**config.mk**
```make
export PLATFORM = sky130hd
export DESIGN_NAME = dma_err_irq
export DESIGN_NICKNAME = d
export VERILOG_FILES = /design/src/core/dma_err_pkg.sv /design/src/core/dma_err_irq.sv
export VERILOG_INCLUDE_DIRS = /design/src /design/src/core
export SDC_FILE = /design/constraint.sdc
export NUM_CORES = 1
export LEC_CHECK = 0
export BUFFER_PORTS_ARGS = -buffer_cell sky130_fd_sc_hd__buf_2
export CAP_MARGIN = 40
export CORE_UTILIZATION = 53
export CTS_CLUSTER_DIAMETER = 120
export DETAILED_ROUTE_END_ITERATION = 7
export GPL_ROUTABILITY_DRIVEN = 0
export HOLD_SLACK_MARGIN = 0.03
export PLACE_DENSITY = 0.87
export SYNTH_ARGS = -nofsm -noshare
export SYNTH_HDL_FRONTEND = slang
export SYNTH_SLANG_ARGS = --single-unit
```
**constraint.sdc**
```tcl
create_clock -name i_ref_clk -period 3.3 [get_ports i_ref_clk]
set_input_delay 0.33 -clock i_ref_clk [delete_from_list [all_inputs] [get_ports i_ref_clk]]
set_output_delay 0.33 -clock i_ref_clk [all_outputs]
set_load 0.01 [all_outputs]
```
**src/core/dma_err_regs.svh**
```systemverilog
// register offsets, field positions, reset values and timing counts
// assumes a 50 MHz reference clock and word-aligned avalon addresses
`ifndef DMA_ERR_REGS_SVH
`define DMA_ERR_REGS_SVH
// ==========================================
// register byte offsets
`define CSR_OFS 4'h0
`define ERR_OFS 4'h4
`define VEC_OFS 4'h8
`define TMO_OFS 4'hC
// ==========================================
// control/status fields
`define CSR_GO 0
`define CSR_IE 6
`define CSR_RDY 7
`define CSR_ATTN 13
`define CSR_ERR 15
// ==========================================
// error flag fields
`define ERR_MULTI 0
`define ERR_PWR 1
`define ERR_UPWR 2
`define ERR_PAR 3
`define ERR_NORESP 4
`define ERR_AIRQ 5
`define ERR_AHOLD 6
// ==========================================
// reset values and timing counts
`define VEC_RST 8'h00
`define TMO_NS 12000
`define CLK_NS 20
`define TMO_CYC ((`TMO_NS) / (`CLK_NS))
`endif

```
**src/core/dma_err_pkg.sv**
```systemverilog
// types shared by the error and interrupt logic
// assumes nothing outside itself
package dma_err_pkg;
	// ==========================================
	// interrupt arbitration states
	typedef enum logic [2:0] {
		irq_idle,
		irq_request,
		irq_ack,
		irq_vector,
		irq_strobe,
		irq_finish
	} irq_state_e;
	// ==========================================
	// bus-side arbitration outputs
	typedef struct packed {
		logic [3:0] priority_request_to_selector;
		logic selection_ack_drive;
		logic busy_drive;
		logic interrupt_master_vector_drive;
		logic vector_strobe_request;
	} arb_out_s;
	// ==========================================
	// dma cycle status from the transfer logic
	typedef struct packed {
		logic master_sync;
		logic end_of_cycle_pulse;
		logic reading;
		logic cycle_active;
	} cyc_in_s;
endpackage

```
**src/core/dma_err_irq.sv**
```systemverilog
// error detection and interrupt request logic of a dma interface
// assumes an avalon-mm master, a dma cycle engine and a bus arbiter outside
//
// Design decisions made here: the placing of the registers and the Avalon-MM slave port.
`timescale 1ns/1ps
`include "dma_err_regs.svh"

// Overview of operation
// - four error kinds exist; any one ends the current data block.
// - attention sets the combined error bit and ends the block like errors.
// - bus power-low sets power flag, finishes running cycle, then sets ready.
// - user-side power flag sets on power-low at any time.
// - both power flags clear only on initialisation or go.
// - parity line during a read sets parity flag, finishes cycle, becomes ready.
// - after parity or no-response error, address points one word beyond.
// - master sync starts response timer; expiry sets no-response flag, ends cycle.
// - response timeout defaults to about 12 us and is adjustable longer.
// - attention rising edge sets attention hold and attention interrupt flags.
// - read attention bit is live attention OR attention hold.
// - attention hold clears on initialisation, go, or writing attention bit 0.
// - attention interrupt flag sets on edge unless cleared; raises request when enabled.
// - attention interrupt clears on vector acknowledge, initialisation, go, or write 0.
// - request sets on ready with enable, go with error, attention while ready.
// - one request at a time; new request waits while still bus master.
// - request goes to one of four priority lines selected by plug.
// - on grant assert acknowledge, wait data idle, assert busy, drop acknowledge.
// - drive vector, then strobe; on slave sync end the transaction.
module dma_err_irq #(
	parameter int TMO_CYCLES = `TMO_CYC,
	parameter int TMO_W = 16
) (
	input wire logic i_ref_clk,
	input wire logic i_rst_b,
	input wire logic [3:0] i_address,
	input wire logic i_read,
	input wire logic i_write,
	input wire logic [31:0] i_writedata,
	output logic [31:0] o_readdata,
	output logic o_waitrequest,
	input wire logic i_init,
	input wire logic i_power_low,
	input wire logic i_parity_bad,
	input wire logic i_multicycle_err,
	input wire logic i_synced_user_attention,
	input wire dma_err_pkg::cyc_in_s i_cyc,
	input wire logic [1:0] i_level_sel,
	input wire logic [3:0] i_grant,
	input wire logic i_data_idle,
	input wire logic i_slave_sync,
	output dma_err_pkg::arb_out_s o_arb,
	output logic [7:0] o_vector,
	output logic o_force_complete,
	output logic o_ready,
	output logic o_user_power_fail,
	output logic o_go_pulse
);
	// ==========================================
	// bus slave decode
	logic wr_csr, wr_err, wr_vec, wr_tmo, rd_pend_r;
	logic [15:0] csr_wdata;
	assign csr_wdata = i_writedata[15:0];
	assign wr_csr = i_write && (i_address == `CSR_OFS);
	assign wr_err = i_write && (i_address == `ERR_OFS);
	assign wr_vec = i_write && (i_address == `VEC_OFS);
	assign wr_tmo = i_write && (i_address == `TMO_OFS);
	// reads take one wait state so data comes from a flop
	assign o_waitrequest = i_read && !rd_pend_r;
	always_ff @(posedge i_ref_clk) begin
		if (!i_rst_b) begin
			rd_pend_r <= 1'b0;
		end else begin
			rd_pend_r <= i_read && !rd_pend_r;
		end
	end

	// ==========================================
	// control bits
	logic go, clr_all, ie_r, ready_r, attn_wr0;
	logic pwr_r, upwr_r, par_r, noresp_r, multi_r, ahold_r, airq_r;
	logic attn_d_r, attn_rise, any_err, err_bit, attn_bit, airq_clr;
	logic [7:0] vec_r;
	logic [TMO_W-1:0] tmo_lim_r;
	assign go = wr_csr && csr_wdata[`CSR_GO];
	assign clr_all = i_init || go;
	// software must write attention as 1 to avoid losing it
	assign attn_wr0 = wr_csr && !csr_wdata[`CSR_ATTN];
	assign attn_rise = i_synced_user_attention && !attn_d_r;
	assign attn_bit = i_synced_user_attention || ahold_r;
	// a clear held at the edge keeps the attention interrupt from setting
	assign airq_clr = clr_all || attn_wr0 || (o_arb.vector_strobe_request && i_slave_sync);
	assign any_err = multi_r || pwr_r || par_r || noresp_r;
	assign err_bit = any_err || attn_bit;
	assign o_go_pulse = go;
	assign o_ready = ready_r;
	assign o_user_power_fail = upwr_r;
	assign o_vector = vec_r;

	always_ff @(posedge i_ref_clk) begin
		if (!i_rst_b) begin
			ie_r <= 1'b0;
			vec_r <= `VEC_RST;
			tmo_lim_r <= TMO_W'(TMO_CYCLES);
		end else begin
			if (wr_csr) begin
				ie_r <= csr_wdata[`CSR_IE];
			end
			if (wr_vec) begin
				vec_r <= i_writedata[7:0];
			end
			if (wr_tmo && (i_writedata[TMO_W-1:0] >= TMO_W'(TMO_CYCLES))) begin
				tmo_lim_r <= i_writedata[TMO_W-1:0];
			end
		end
	end

	// ==========================================
	// response timer
	logic [TMO_W-1:0] tmo_cnt_r;
	logic tmo_run_r, tmo_hit;
	assign tmo_hit = tmo_run_r && (tmo_cnt_r == tmo_lim_r - TMO_W'(1));
	always_ff @(posedge i_ref_clk) begin
		if (!i_rst_b) begin
			tmo_run_r <= 1'b0;
			tmo_cnt_r <= '0;
		end else if (i_cyc.end_of_cycle_pulse || tmo_hit || !i_cyc.master_sync) begin
			tmo_run_r <= 1'b0;
			tmo_cnt_r <= '0;
		end else begin
			tmo_run_r <= 1'b1;
			tmo_cnt_r <= tmo_cnt_r + TMO_W'(tmo_run_r);
		end
	end
	// address increment happens in the cycle engine on completion
	assign o_force_complete = tmo_hit;

	// ==========================================
	// error flags: set wins over clear, except the attention interrupt flag, where clear wins
	always_ff @(posedge i_ref_clk) begin
		if (!i_rst_b) begin
			pwr_r <= 1'b0;
			upwr_r <= 1'b0;
		end else begin
			pwr_r <= i_power_low || (pwr_r && !clr_all);
			upwr_r <= i_power_low || (upwr_r && !clr_all);
		end
	end
	always_ff @(posedge i_ref_clk) begin
		if (!i_rst_b) begin
			par_r <= 1'b0;
			noresp_r <= 1'b0;
			multi_r <= 1'b0;
		end else begin
			par_r <= (i_parity_bad && i_cyc.reading && i_cyc.cycle_active) || (par_r && !clr_all);
			noresp_r <= tmo_hit || (noresp_r && !clr_all);
			multi_r <= i_multicycle_err || (multi_r && !clr_all);
		end
	end
	always_ff @(posedge i_ref_clk) begin
		if (!i_rst_b) begin
			attn_d_r <= 1'b0;
			ahold_r <= 1'b0;
			airq_r <= 1'b0;
		end else begin
			attn_d_r <= i_synced_user_attention;
			ahold_r <= attn_rise || (ahold_r && !(clr_all || attn_wr0));
			airq_r <= !airq_clr && (attn_rise || airq_r);
		end
	end

	// ==========================================
	// ready: block ends once the running cycle is done
	logic stop_pend;
	assign stop_pend = any_err || attn_bit;
	always_ff @(posedge i_ref_clk) begin
		if (!i_rst_b) begin
			ready_r <= 1'b1;
		end else if (go) begin
			ready_r <= 1'b0;
		end else if (i_init || (stop_pend && !i_cyc.cycle_active)) begin
			ready_r <= 1'b1;
		end
	end

	// ==========================================
	// interrupt request
	logic ready_d_r, irq_req_r, master;
	dma_err_pkg::irq_state_e st_r;
	assign master = (st_r != dma_err_pkg::irq_idle) && (st_r != dma_err_pkg::irq_request);
	always_ff @(posedge i_ref_clk) begin
		if (!i_rst_b) begin
			ready_d_r <= 1'b1;
			irq_req_r <= 1'b0;
		end else begin
			ready_d_r <= ready_r;
			if ((ready_r && !ready_d_r && ie_r) || (go && any_err) || (attn_rise && ready_r && ie_r)
				|| (attn_rise && ie_r && !airq_clr)) begin
				irq_req_r <= 1'b1;
			end else if (st_r == dma_err_pkg::irq_request && !master) begin
				irq_req_r <= 1'b0;
			end
		end
	end

	// ==========================================
	// arbitration sequencer, one request at a time
	logic grant_sel;
	assign grant_sel = i_grant[i_level_sel];
	always_ff @(posedge i_ref_clk) begin
		if (!i_rst_b || i_init) begin
			st_r <= dma_err_pkg::irq_idle;
		end else begin
			case (st_r)
				dma_err_pkg::irq_idle: begin
					if (irq_req_r) begin
						st_r <= dma_err_pkg::irq_request;
					end
				end
				dma_err_pkg::irq_request: begin
					if (grant_sel) begin
						st_r <= dma_err_pkg::irq_ack;
					end
				end
				dma_err_pkg::irq_ack: begin
					if (i_data_idle && !i_slave_sync) begin
						st_r <= dma_err_pkg::irq_vector;
					end
				end
				dma_err_pkg::irq_vector: begin
					st_r <= dma_err_pkg::irq_strobe;
				end
				dma_err_pkg::irq_strobe: begin
					if (i_slave_sync) begin
						st_r <= dma_err_pkg::irq_finish;
					end
				end
				default: begin
					st_r <= dma_err_pkg::irq_idle;
				end
			endcase
		end
	end

	// ==========================================
	// arbitration outputs
	always_ff @(posedge i_ref_clk) begin
		if (!i_rst_b) begin
			o_arb <= '0;
		end else begin
			o_arb.priority_request_to_selector <= '0;
			if (st_r == dma_err_pkg::irq_request) begin
				o_arb.priority_request_to_selector[i_level_sel] <= 1'b1;
			end
			o_arb.selection_ack_drive <= (st_r == dma_err_pkg::irq_request && grant_sel)
				|| (st_r == dma_err_pkg::irq_ack && !(i_data_idle && !i_slave_sync));
			o_arb.busy_drive <= (st_r == dma_err_pkg::irq_ack && i_data_idle && !i_slave_sync)
				|| st_r == dma_err_pkg::irq_vector
				|| (st_r == dma_err_pkg::irq_strobe && !i_slave_sync);
			o_arb.interrupt_master_vector_drive <= (st_r == dma_err_pkg::irq_ack && i_data_idle && !i_slave_sync)
				|| st_r == dma_err_pkg::irq_vector
				|| (st_r == dma_err_pkg::irq_strobe && !i_slave_sync);
			o_arb.vector_strobe_request <= st_r == dma_err_pkg::irq_vector
				|| (st_r == dma_err_pkg::irq_strobe && !i_slave_sync);
		end
	end

	// ==========================================
	// read data
	logic [31:0] rd_nxt;
	always_comb begin
		rd_nxt = 32'h0000_0000;
		if (i_address == `CSR_OFS) begin
			rd_nxt[`CSR_IE] = ie_r;
			rd_nxt[`CSR_RDY] = ready_r;
			rd_nxt[`CSR_ATTN] = attn_bit;
			rd_nxt[`CSR_ERR] = err_bit;
		end else if (i_address == `ERR_OFS) begin
			rd_nxt[`ERR_MULTI] = multi_r;
			rd_nxt[`ERR_PWR] = pwr_r;
			rd_nxt[`ERR_UPWR] = upwr_r;
			rd_nxt[`ERR_PAR] = par_r;
			rd_nxt[`ERR_NORESP] = noresp_r;
			rd_nxt[`ERR_AIRQ] = airq_r;
			rd_nxt[`ERR_AHOLD] = ahold_r;
		end else if (i_address == `VEC_OFS) begin
			rd_nxt[7:0] = vec_r;
		end else if (i_address == `TMO_OFS) begin
			rd_nxt[TMO_W-1:0] = tmo_lim_r;
		end
	end
	always_ff @(posedge i_ref_clk) begin
		if (!i_rst_b) begin
			o_readdata <= 32'h0000_0000;
		end else if (i_read) begin
			o_readdata <= rd_nxt;
		end
	end
	// error register writes are ignored; flags are read-only
	logic unused_w;
	assign unused_w = wr_err;
endmodule

```
==> run metrics <==
reg2reg path depth=10; top-count cell post-synth=dfxtp_1; PwrDens=394 mW/mm^2; Iter 0 DRT Violations=322; Max Slew Vio Count=0; die extent in y=89.9 um; R2R Path End=tmo_cnt_r[13]$_SDFF_PP0_; Peak VDD IR=0.000278 V; Diodes inserted=0; TritonRoute pass-1 iters=5; number of max-cap violations=0; Detail Route Antenna Nets=0; Routed WL per cell=16.0 um; Yosys top cell area share=39.1%; antenna violations before repair=0; post-layout min period=3.34 ns; die area=0.00809 mm^2; area grow syn2layout=15.6%; r2r setup slk=0.46 ns; WL final=10100 um; area leader, netlist=dfxtp_1; # rows=31; via count=3616; Starting Density=55.6%; final period utilization=101%; total number of yosys warnings=0; # setup viols final=1; PortBufs=77; number of global-route vias before repair=3550; Avg Inst Size Synth=8.99 um^2; WP data required=2.97 ns; Setup crit end kind=output pin; final std cells w/o fill=629; Max Fclk=0.299 GHz; Worst-Margin Slew=0.705 ns; HPWL after DPL=7180 um; Setup Skew=0.0117 ns; final hold viol count=0; largest cells by area after synthesis=dfxtp_1 39%, nor2b_1 6.9%, mux2i_1 6.4%, xnor2_1 4.5%, buf_4 3.1%; FFs w/ async S/R, synth=0%; Post-Synthesis Cells=456; post-DR vias/cell=5.75; Worst EP arrival=3.01 ns; WS Path Type=flip-flop to output pin; io pins=110; failing checks=setup timing; largest net degree at the start of global routing=61; worst hold path depth=2; CP Max Fanout=7; top post-synthesis cells by count=80 x dfxtp_1, 45 x nor2b_1, 26 x mux2i_1, 24 x nor3_1, 23 x nand2_1; Yosys cell types=56; sequential share of the synthesized area=39.1%; Worst-Skew Late Latency=0.35 ns; DR DRC count=0; CTS Buf Count=9; overflow left after global routing=0; Die Wd=89.9 um; #FFs+latches synth=80; critical path startpoint category=flip-flop; hold endpoint=o_arb[4]$_SDFF_PN0_; final setup margin=-0.0396 ns; Clk Tree Root Cell=clkbuf_8; outcome=complete, but fails checks; Tot GR Track Use=25.1%; reg2reg start=tmo_lim_r[0]$_SDFFE_PN0P_; post-placement cell count=613; Nets=587; Synth Flop Type=dfxtp_1; Clock transition at path regs=0.08 ns; clk sinks=80; Hold Path Class=input port to flip-flop; share of layout cells above drive strength 1=23.2%; Max Root-Sink Buffers=2; Tot Pwr=1.86 mW; Slew headroom=52.9%; CTS tree=done; global-route wire length before repair=16400 um; fin util=64.3%; Core Box Area=0.00737 mm^2; mapped cell area=0.00410 mm^2; min-delay src=i_level_sel[1]; EDFF count, synth=0; H-tree Lvls=3; Pleak=1.87 nW
## area by class of cell
class / count / area (um^2)
clock buffer: 11 / 151
tap: 99 / 124
fill: 607 / 2630
inverter: 13 / 48.8
clock inverter: 3 / 42.5
sequential: 80 / 1600
timing repair buffer: 84 / 438
multi-input combinational: 339 / 2330
## worst max-delay path by stage
stage                     slack, ns                        to  cells past startpoint                       from
after floorplan                0.53  tmo_cnt_r[10]$_SDFF_PP0_                     10  tmo_lim_r[0]$_SDFFE_PN0P_
final                         -0.04          o_force_complete                      7   tmo_cnt_r[11]$_SDFF_PP0_
after detailed placement       0.07          o_force_complete                      9  tmo_lim_r[0]$_SDFFE_PN0P_
after CTS                      0.01          o_force_complete                      9  tmo_lim_r[0]$_SDFFE_PN0P_
after global routing          -0.15          o_force_complete                      7   tmo_cnt_r[11]$_SDFF_PP0_
after global placement         0.17          o_force_complete                      9  tmo_lim_r[0]$_SDFFE_PN0P_
## routing by layer
| layer | vias up | track usage [%] | part of all wire (%) |
|---|---|---|---|
| li1 | 1709 | - | - |
| met1 | 1685 | 28.3 | 39 |
| met2 | 178 | 43.3 | 50 |
| met3 | 44 | 6.68 | 7.0 |
| met4 | 0 | 13.0 | 3.4 |
| met5 | - | 0 | 0 |
## report_power, final
group	switching [mW]	internal, mW	leakage (nW)	total, mW
combinational	0.0810	0.0625	1.13	0.144
sequential	0.0120	0.977	0.648	0.989
clock	0.351	0.382	0.0973	0.732
total	0.444	1.42	1.87	1.86
## logic make-up after synthesis
logic type / count (synthesis) / synth area share, %
XOR/XNOR: 34 / 7.27
multiplexers: 35 / 9.37
AND/OR/NAND/NOR: 180 / 25.0
AO/OA/AOI/OAI: 71 / 11.7
other: 1 / 0.0915
buffers and inverters: 52 / 6.56
flip-flops: 80 / 39.1
adder cells (fa/ha/maj): 3 / 0.916
## worst max-delay path: stages, from the launching register on
cell and delay [ns]:
dfxtp_1 0.48, nor3b_1 0.40, o211ai_1 0.15, a2111oi_1 0.68, o211ai_1 0.21, nor4_2 0.43
buf_4 0.19, buf_2 0.12
## stage by stage
step	instance area [um^2]	TNS, ns	hold WS (ns)	setup WS, ns
floorplan	4150	0	0.406	0.528
global placement	4490	0	0.468	0.169
detailed placement	4490	0	0.483	0.0714
CTS	4700	0	0.183	0.0114
global route	4740	-0.153	0.190	-0.153
finish	4740	-0.0396	0.190	-0.0396
## cells in the final DEF, fill, tap and decap left out, types with 6 or more instances in the layout
cell type / netlist / final
nand4_1: 7 / 7
o22ai_1: 8 / 8
mux2_2: 7 / 7
nor3b_1: 6 / 6
xnor2_1: 21 / 21
nor3_1: 24 / 23
xor2_1: 13 / 13
clkbuf_8: 0 / 11
a22oi_1: 7 / 7
dfxtp_1: 80 / 78
o21ai_0: 9 / 9
nor2b_1: 45 / 45
and2_1: 12 / 12
buf_4: 17 / 7
conb_1: 1 / 16
a21oi_1: 17 / 17
nand3_1: 10 / 10
nand2_1: 23 / 23
nor2_1: 21 / 21
nand2b_1: 6 / 6
inv_1: 13 / 11
buf_2: 2 / 77
mux2i_1: 26 / 26
## sequential cells by signal, summed over array words and instances, names as in the netlist, 3 cells and up
signal	flops
o_vector	8
tmo_cnt_r	16
o_readdata	16
o_arb	7
st_r	3
tmo_lim_r	16
## timing repair
item	4_1_cts	5_1_grt
gates resized for setup	4	8
pin swaps	1	2
endpoints found under the setup margin	1	1
hold buffers	0	0
buffers inserted	0	2
Power figures use the tool's default switching activity.
